[config.mk]
export PLATFORM = sky130hd
export DESIGN_NAME = psc_strap_loader
export DESIGN_NICKNAME = d
export VERILOG_FILES = /design/src/rtl/psc_pkg.sv /design/src/rtl/psc_sync3.sv /design/src/rtl/psc_strap_loader.sv
export VERILOG_INCLUDE_DIRS = /design/src /design/src/rtl
export SDC_FILE = /design/constraint.sdc
export NUM_CORES = 1
export LEC_CHECK = 0
export ABC_AREA = 1
export ABC_CLOCK_PERIOD_IN_PS = 2200
export BUFFER_PORTS_ARGS = -buffer_cell sky130_fd_sc_hd__buf_2
export CAP_MARGIN = 10
export CORE_MARGIN = 4
export CORE_UTILIZATION = 55
export DETAILED_ROUTE_END_ITERATION = 12
export HOLD_SLACK_MARGIN = 0.08
export PLACE_DENSITY = 0.8
export SLEW_MARGIN = 5
export SYNTH_ARGS = -nofsm -noshare
export SYNTH_HDL_FRONTEND = slang
export SYNTH_SLANG_ARGS = --single-unit
[constraint.sdc]
create_clock -name clock_i -period 2.2 [get_ports clock_i]
set_clock_uncertainty 0.05 [all_clocks]
set_input_delay 0.11 -clock clock_i [delete_from_list [all_inputs] [get_ports clock_i]]
set_output_delay 0.11 -clock clock_i [all_outputs]
set_load 0.005 [all_outputs]
[src/rtl/psc_defines.svh]
`ifndef PSC_DEFINES_SVH
`define PSC_DEFINES_SVH
// channel count codes
`define PSC_CHAN_TWELVE 2'h0
`define PSC_CHAN_BOOST 2'h3
// shunt codes and values in milliohm
`define PSC_SHUNT_MOHM_0 16'h01f4
`define PSC_SHUNT_MOHM_1 16'h03e8
`define PSC_SHUNT_MOHM_2 16'h05dc
`define PSC_SHUNT_MOHM_3 16'h07d0
// current scale factor per code (relative to 2 ohm = 1)
`define PSC_SCALE_0 3'h4
`define PSC_SCALE_1 3'h2
`define PSC_SCALE_2 3'h1
`define PSC_SCALE_3 3'h1
`define PSC_TEST_FUNC 2'h0
// mode change window after reset release
`define PSC_MODE_WIN_MS 100
`define PSC_CLK_MHZ 250
`define PSC_MODE_WIN_CYC (`PSC_MODE_WIN_MS * `PSC_CLK_MHZ * 1000)
`endif

[src/rtl/psc_pkg.sv]
package psc_pkg;
  typedef enum logic [4:0] {
    PSC_MODE_STANDBY = 5'h01,
    PSC_MODE_AUTO = 5'h02,
    PSC_MODE_SEMI = 5'h04,
    PSC_MODE_MANUAL = 5'h08,
    PSC_MODE_PWRDOWN = 5'h10
  } psc_mode_t;

  typedef struct packed {
    logic endpoint;
    logic [1:0] chan_code;
    logic boot_auto;
    logic supply_dcdc;
    logic [1:0] shunt_code;
    logic [1:0] test_code;
    logic scan;
    logic [4:0] bus_address;
  } psc_strap_t;

  typedef struct packed {
    logic endpoint;
    logic boost;
    logic chan_bad;
    logic supply_dcdc;
    logic [15:0] shunt_mohm;
    logic [2:0] current_scale;
    logic functional;
    logic [4:0] bus_address;
    logic [3:0] port_groups;
  } psc_cfg_t;
endpackage : psc_pkg

[src/rtl/psc_sync3.sv]
`timescale 1ns/10ps
// three-stage synchroniser; a change counts once stages two and three agree
module psc_sync3 #(
  parameter int W = 1
) (
  // clock and reset
  input wire logic clock_i,
  input wire logic rst_n_i,
  // data
  input wire logic [W-1:0] d_i,
  output logic [W-1:0] q_o
);
  typedef struct packed {
    logic [W-1:0] s1;
    logic [W-1:0] s2;
    logic [W-1:0] s3;
    logic [W-1:0] q;
  } psc_sync_state_t;

  psc_sync_state_t st;
  psc_sync_state_t next_st;

  always_comb
  begin
    next_st = st;
    next_st.s1 = d_i;
    next_st.s2 = st.s1;
    next_st.s3 = st.s2;
    for (int i = 0; i < W; i++)
    begin
      if (st.s2[i] == st.s3[i])
      begin
        next_st.q[i] = st.s3[i];
      end
    end
  end

  always_ff @(posedge clock_i or negedge rst_n_i)
  begin
    if (!rst_n_i)
    begin
      st <= '0;
    end
    else
    begin
      st <= next_st;
    end
  end

  assign q_o = st.q;
endmodule : psc_sync3

[src/rtl/psc_strap_loader.sv]
`timescale 1ns/10ps
`include "psc_defines.svh"
// How it works
// - architecture select low gives midspan, high gives endpoint for all channels.
// - channel code 00 is twelve standard channels, 11 four boosted; 01 and 10 are flagged.
// - boot strap low leaves ports disabled and mode at power-down after reset.
// - boot strap high sets mode to automatic and enables all ports after reset.
// - shunt code 00/01/10/11 means 0.5/1/1.5/2 ohm and sets the current scale.
// - the bus target address comes from five address straps.
// - serial data is received on its own input pin, synchronised to the clock together with serial clock.
// - serial data leaves on a separate output pin; the board joins in and out.
// - the open-drain interrupt pin is pulled low while an event is notified.
// - only test code 00 gives functional operation.
// - supply mode select left open runs the switching supply as a dc-dc controller.
// - chip reset is active low and holds all strap state at reset value.
// - mode changes are taken only within 100 ms after reset until detection starts, in stand-by, or when stand-by is requested.
module psc_strap_loader #(
  parameter int MODE_WIN_CYC = `PSC_MODE_WIN_CYC
) (
  // clock and reset
  input wire logic clock_i,
  input wire logic rst_n_i,
  // configuration straps
  input wire logic architecture_select_i,
  input wire logic [1:0] channel_count_select_i,
  input wire logic boot_auto_i,
  input wire logic supply_mode_select_i,
  input wire logic [1:0] shunt_value_strap_i,
  input wire logic [1:0] test_select_i,
  input wire logic scan_strap_i,
  input wire logic [4:0] bus_address_strap_i,
  // serial pins
  input wire logic serial_clock_in_pin_i,
  input wire logic serial_data_in_pin_i,
  output logic serial_clock_o,
  output logic serial_data_o,
  output logic serial_data_out_pin_o,
  // core side of serial and interrupt
  input wire logic core_sda_low_i,
  input wire logic irq_event_i,
  output logic irq_low_out_o,
  output logic irq_low_out_oe_o,
  // operating mode requests
  input wire logic mode_req_i,
  input wire psc_pkg::psc_mode_t mode_req_val_i,
  input wire logic detect_started_i,
  // decoded outputs
  output psc_pkg::psc_cfg_t cfg_o,
  output psc_pkg::psc_mode_t mode_o,
  output logic ports_enabled_o,
  output logic mode_window_o,
  output logic cfg_valid_o
);
  localparam int CW = $clog2(MODE_WIN_CYC + 1);

  typedef struct packed {
    logic loaded;
    psc_pkg::psc_strap_t straps;
    psc_pkg::psc_cfg_t cfg;
    psc_pkg::psc_mode_t mode;
    logic ports_en;
    logic window;
    logic [CW-1:0] win_cnt;
    logic scl;
    logic sda;
    logic sda_out;
    logic irq_oe;
  } psc_state_t;

  psc_state_t st;
  psc_state_t next_st;
  logic [1:0] serial_sync;
  psc_pkg::psc_strap_t strap_now;

  function automatic logic [15:0] shunt_mohm(input logic [1:0] code);
    case (code)
      2'h0: shunt_mohm = `PSC_SHUNT_MOHM_0;
      2'h1: shunt_mohm = `PSC_SHUNT_MOHM_1;
      2'h2: shunt_mohm = `PSC_SHUNT_MOHM_2;
      default: shunt_mohm = `PSC_SHUNT_MOHM_3;
    endcase
  endfunction : shunt_mohm

  function automatic logic [2:0] shunt_scale(input logic [1:0] code);
    case (code)
      2'h0: shunt_scale = `PSC_SCALE_0;
      2'h1: shunt_scale = `PSC_SCALE_1;
      2'h2: shunt_scale = `PSC_SCALE_2;
      default: shunt_scale = `PSC_SCALE_3;
    endcase
  endfunction : shunt_scale

  // serial pins come from outside the clock domain
  psc_sync3 #(
    .W(2)
  ) u_serial_sync (
    .clock_i(clock_i),
    .rst_n_i(rst_n_i),
    .d_i({serial_clock_in_pin_i, serial_data_in_pin_i}),
    .q_o(serial_sync)
  );

  // straps are static; sampled directly at the first edge after release
  always_comb
  begin
    strap_now.endpoint = architecture_select_i;
    strap_now.chan_code = channel_count_select_i;
    strap_now.boot_auto = boot_auto_i;
    strap_now.supply_dcdc = supply_mode_select_i;
    strap_now.shunt_code = shunt_value_strap_i;
    strap_now.test_code = test_select_i;
    strap_now.scan = scan_strap_i;
    strap_now.bus_address = bus_address_strap_i;
  end

  always_comb
  begin
    next_st = st;
    if (!st.loaded)
    begin
      next_st.loaded = 1'b1;
      next_st.straps = strap_now;
      next_st.cfg.endpoint = strap_now.endpoint;
      next_st.cfg.boost = (strap_now.chan_code == `PSC_CHAN_BOOST);
      next_st.cfg.chan_bad = (strap_now.chan_code != `PSC_CHAN_TWELVE) &&
        (strap_now.chan_code != `PSC_CHAN_BOOST);
      next_st.cfg.port_groups = (strap_now.chan_code == `PSC_CHAN_BOOST) ?
        4'h4 : 4'hc;
      // open pin pulls high: dc-dc controller mode
      next_st.cfg.supply_dcdc = strap_now.supply_dcdc;
      next_st.cfg.shunt_mohm = shunt_mohm(strap_now.shunt_code);
      next_st.cfg.current_scale = shunt_scale(strap_now.shunt_code);
      next_st.cfg.functional = (strap_now.test_code == `PSC_TEST_FUNC) &&
        !strap_now.scan;
      next_st.cfg.bus_address = strap_now.bus_address;
      next_st.mode = strap_now.boot_auto ? psc_pkg::PSC_MODE_AUTO :
        psc_pkg::PSC_MODE_PWRDOWN;
      next_st.ports_en = strap_now.boot_auto;
      next_st.window = 1'b1;
      next_st.win_cnt = CW'(MODE_WIN_CYC);
    end
    else
    begin
      if (st.window && (st.win_cnt == '0 || detect_started_i))
      begin
        next_st.window = 1'b0;
      end
      if (st.win_cnt != '0)
      begin
        next_st.win_cnt = st.win_cnt - CW'(1);
      end
      if (mode_req_i && (st.window && !detect_started_i ||
          st.mode == psc_pkg::PSC_MODE_STANDBY ||
          mode_req_val_i == psc_pkg::PSC_MODE_STANDBY))
      begin
        next_st.mode = mode_req_val_i;
        next_st.ports_en = (mode_req_val_i != psc_pkg::PSC_MODE_PWRDOWN) &&
          (mode_req_val_i != psc_pkg::PSC_MODE_STANDBY);
      end
    end
    next_st.scl = serial_sync[1];
    next_st.sda = serial_sync[0];
    next_st.sda_out = !core_sda_low_i;
    next_st.irq_oe = !irq_event_i;
  end

  always_ff @(posedge clock_i or negedge rst_n_i)
  begin
    if (!rst_n_i)
    begin
      st <= '0;
      st.mode <= psc_pkg::PSC_MODE_PWRDOWN;
      st.sda_out <= 1'b1;
      st.irq_oe <= 1'b1;
    end
    else
    begin
      st <= next_st;
    end
  end

  assign cfg_o = st.cfg;
  assign mode_o = st.mode;
  assign ports_enabled_o = st.ports_en;
  assign mode_window_o = st.window;
  assign cfg_valid_o = st.loaded;
  assign serial_clock_o = st.scl;
  assign serial_data_o = st.sda;
  assign serial_data_out_pin_o = st.sda_out;
  assign irq_low_out_o = 1'b0;
  assign irq_low_out_oe_o = st.irq_oe;

  chk_straps_held: assert property (@(posedge clock_i) disable iff (!rst_n_i)
    st.loaded && $past(st.loaded) |-> $stable(st.cfg))
    else $error("strap config changed after load");
  chk_boot_mode: assert property (@(posedge clock_i) disable iff (!rst_n_i)
    !st.loaded ##1 st.loaded |-> (st.mode == psc_pkg::PSC_MODE_AUTO) == $past(boot_auto_i))
    else $error("boot mode not from strap");
  chk_ports_auto: assert property (@(posedge clock_i) disable iff (!rst_n_i)
    !st.loaded ##1 st.loaded |-> st.ports_en == $past(boot_auto_i))
    else $error("ports enable not from strap");
  chk_arch_decode: assert property (@(posedge clock_i) disable iff (!rst_n_i)
    !st.loaded ##1 st.loaded |-> st.cfg.endpoint == $past(architecture_select_i))
    else $error("architecture decode wrong");
  chk_boost_decode: assert property (@(posedge clock_i) disable iff (!rst_n_i)
    st.loaded |-> st.cfg.boost == (st.straps.chan_code == 2'h3))
    else $error("channel count decode wrong");
  chk_shunt_decode: assert property (@(posedge clock_i) disable iff (!rst_n_i)
    st.loaded |-> st.cfg.shunt_mohm == 16'h01f4 + 16'(st.straps.shunt_code) * 16'h01f4)
    else $error("shunt decode wrong");
  chk_addr_decode: assert property (@(posedge clock_i) disable iff (!rst_n_i)
    st.loaded |-> st.cfg.bus_address == st.straps.bus_address)
    else $error("bus address wrong");
  chk_test_func: assert property (@(posedge clock_i) disable iff (!rst_n_i)
    st.loaded && st.cfg.functional |-> st.straps.test_code == 2'h0)
    else $error("functional with reserved test code");
  chk_irq_drive: assert property (@(posedge clock_i) disable iff (!rst_n_i)
    irq_event_i |=> !irq_low_out_oe_o)
    else $error("interrupt not pulled low");
  chk_sda_out: assert property (@(posedge clock_i) disable iff (!rst_n_i)
    core_sda_low_i |=> !serial_data_out_pin_o)
    else $error("data out pin not low");
  chk_mode_locked: assert property (@(posedge clock_i) disable iff (!rst_n_i)
    st.loaded && !st.window && st.mode != psc_pkg::PSC_MODE_STANDBY &&
    !(mode_req_i && mode_req_val_i == psc_pkg::PSC_MODE_STANDBY) |=> $stable(st.mode))
    else $error("mode changed outside window");

  cov_boot_auto: cover property (@(posedge clock_i) disable iff (!rst_n_i)
    st.loaded && st.mode == psc_pkg::PSC_MODE_AUTO);
  cov_boost: cover property (@(posedge clock_i) disable iff (!rst_n_i)
    st.loaded && st.cfg.boost);
  cov_window_change: cover property (@(posedge clock_i) disable iff (!rst_n_i)
    st.window && mode_req_i);
endmodule : psc_strap_loader

==> flow_metrics.env <==
export IMPL_synth_async_reset_ratio=1.000
export IMPL_path_clk_slew_ns=0.07
export IMPL_syn_cell_area_mm2=0.003536
export IMPL_crit_buf_inv=2
export IMPL_synth_distinct_cells=37
export IMPL_ys_ff_latch=66
export IMPL_hold_class="input port to register"
export IMPL_peakVddDrop_mv=0.5667
export IMPL_worstPathRequired_ns=2.43
export IMPL_drtPass1Iterations=4
export IMPL_n_antenna_cell=0
export IMPL_synth_edf_count=0
export IMPL_fin_crit_sh=0.8355
export IMPL_grt_max_degree=52
export IMPL_highest_layer="met4"
export IMPL_worst_pin_slew_ns=0.5344
export IMPL_finalMaxSlewViolations=0
export IMPL_dr_wl_met3_um=504
export IMPL_fin_util=0.6761
export IMPL_grt_pass1_vias=2898
export IMPL_synth_area_per_cell_um2=8.185
export IMPL_yosysTopAreaCellShare=0.4459
export IMPL_ys_flop_type="dfrtp_1"
export IMPL_wl_per_cell_um=13.34
export IMPL_cts_resized=0
export IMPL_place_congestion=1.001
export IMPL_cap_violations=0
export IMPL_dpl_cell_count=534
export IMPL_grt_pass1_wl_um=12790
export IMPL_track_usage=0.2146
export IMPL_layout_commonest_cell="nand2_1"
export IMPL_htreeDepth=3
export IMPL_via_per_inst=5.078
export IMPL_seq_area_frac_synth=0.4682
export IMPL_drive_above_1_share=0.2160
export IMPL_wl_met2_um=3735
export IMPL_cts_tree="done"
export IMPL_critPathMaxStageDelay_ns=0.60
export IMPL_crit_path_start_kind="register"
export IMPL_slowest_stage="dlygate4sd3_1"
export IMPL_start_util=0.5800
export IMPL_via_count=2920
export IMPL_design_area_mm2=0.004121
export IMPL_core_rowCount=28
export IMPL_finalNonFillerCells=575
export IMPL_ios=74
export IMPL_clockBufferDepth=2
export IMPL_worstSetupPathType="register to register"
export IMPL_numClockSinks=66
export IMPL_dpl_cell_area_mm2=0.003667
export IMPL_crit_family="buffers and inverters"
export IMPL_synthTopCellsByArea="dfrtp_1, nand2_1, buf_4"
export IMPL_drt_met1_wl_um=3291
export IMPL_cts_root_buf="clkbuf_8"
export IMPL_finalSetupViolations=0
export IMPL_drt_initial_drc_count=207
export IMPL_postRouteWirelength_um=7670
export IMPL_finalHoldWorstSlack_ns=0.1027
export IMPL_synth_top_area_cell="dfrtp_1"
export IMPL_dieHeight_um=88.18
export IMPL_critPathCaptureType="register"
export IMPL_p_leak_nw=2.179
export IMPL_cts_buffers_inserted=9
export IMPL_setup_ws_ns=0.3618
export IMPL_antenna_found_initial=0
export IMPL_fin_crit_ns=1.838
export IMPL_cp_cell_sequence="buf_4, o41ai_1, dlygate4sd3_1"
export IMPL_layout_common_cells="nand2_1, dfrtp_1, buf_2"
export IMPL_rsz0062_at_grt="no"
export IMPL_pre_cts_ws_ns=0.4312
export IMPL_final_nets=530
export IMPL_slew_headroom=0.6438
export IMPL_timing_fmax_ghz=0.5440
export IMPL_setup_tns_ns=0
export IMPL_io_buffers=63
export IMPL_synth_warnings=0
export IMPL_cp_arrival_ns=2.06
export IMPL_die_w_um=88.18
export IMPL_die_area_mm2=0.007776
export IMPL_syn_inst=432
export IMPL_dp_hpwl_um=5144
export IMPL_status="finished, final reports clean"
export IMPL_hold_viol=0
export IMPL_path_max_fanout=51
export IMPL_grt_overflow=0
export IMPL_n_fill_cell=496
export IMPL_power_mw=2.895
export IMPL_core_area_mm2=0.006096
export IMPL_insertion_delay_ns=0.35
export IMPL_ant_nets=0
export IMPL_powerDensity_mw_per_mm2=702.3
export IMPL_syn2layout_area_growth_pct=16.56
export IMPL_drc=0
## final timing paths
kind,cells after the start,to,slack [ns],from
max in group asynchronous,3,u_serial_sync.st[2],1.23,rst_n_i
hold reg to reg,0,u_serial_sync.next_st[2],0.30,u_serial_sync.next_st[4]
setup reg to reg,3,cfg_o[9],0.36,cfg_valid_o
setup / recovery,3,cfg_o[9],0.36,cfg_valid_o
min in group asynchronous,2,irq_low_out_oe_o,0.22,rst_n_i
hold / removal,4,mode_o[1],0.10,mode_req_val_i[1]
## what timing repair did
action / in CTS / in global routing
endpoints found under the setup margin: 0 / 0
buffers inserted: 0 / 0
hold buffers: 25 / 0
endpoints found under the hold margin: 85 / 0
## routing by layer
layer / global-route usage / vias to the layer above
li1: - / 1434
met1: 0.2634 / 1382
met2: 0.3549 / 90
met3: 0.06867 / 14
met4: 0.07830 / 0
met5: 0 / -
## Yosys cell counts (all sizes together) (3+ instances only)
cell type  instances
a21oi              4
buf               45
clkbuf             3
dfrtp             63
dfstp              3
ha                 7
inv               45
nand2            115
nand3             35
nand3b             3
nand4             10
nor2              58
nor3               3
o21ai             21
or2                4
## tightest hold or removal path: stages
cell	delay [ns]
buf_2	0.09
inv_1	0.06
o21a_1	0.11
o21ai_0	0.08
## area by class of cell
type | instances | area [um2] | share of cell area
multi-input cells | 281 | 1403 | 0.3403
clock buffers | 13 | 138.9 | 0.03370
inverters | 46 | 177.7 | 0.04311
well taps | 75 | 93.84 | 0.02277
repair buffers | 91 | 588.1 | 0.1427
flip-flops and latches | 66 | 1655 | 0.4016
clock inverters | 3 | 65.06 | 0.01579
## state kept, by name, summed over array words and instances, names as in the netlist
name / flops
cfg_o: 21
cfg_valid_o: 1
irq_low_out_oe_o: 1
mode_o: 5
mode_window_o: 1
ports_enabled_o: 1
serial_clock_o: 1
serial_data_o: 1
serial_data_out_pin_o: 1
st: 25
u_serial_sync.next_st: 4
u_serial_sync.q_o: 2
u_serial_sync.st: 2
## kinds of logic (layout without fill, tap and decap cells)
| family | count (synthesis) | in the layout | synth area share |
|---|---|---|---|
| compound gates | 30 | 30 | 0.04883 |
| flops | 66 | 66 | 0.4682 |
| buf+inv | 94 | 153 | 0.1447 |
| xor+xnor | 1 | 1 | 0.002477 |
| fa+ha+maj | 9 | 9 | 0.03043 |
| other cells | 2 | 11 | 0.002124 |
| simple gates | 230 | 230 | 0.3033 |
## power breakdown
group          switching, mW  total (mW)  internal (mW)
sequential            0.0616        1.37           1.31
combinational          0.262       0.442          0.180
clock                  0.447        1.09          0.639
Note: power is estimated with default switching activity, not from simulation.
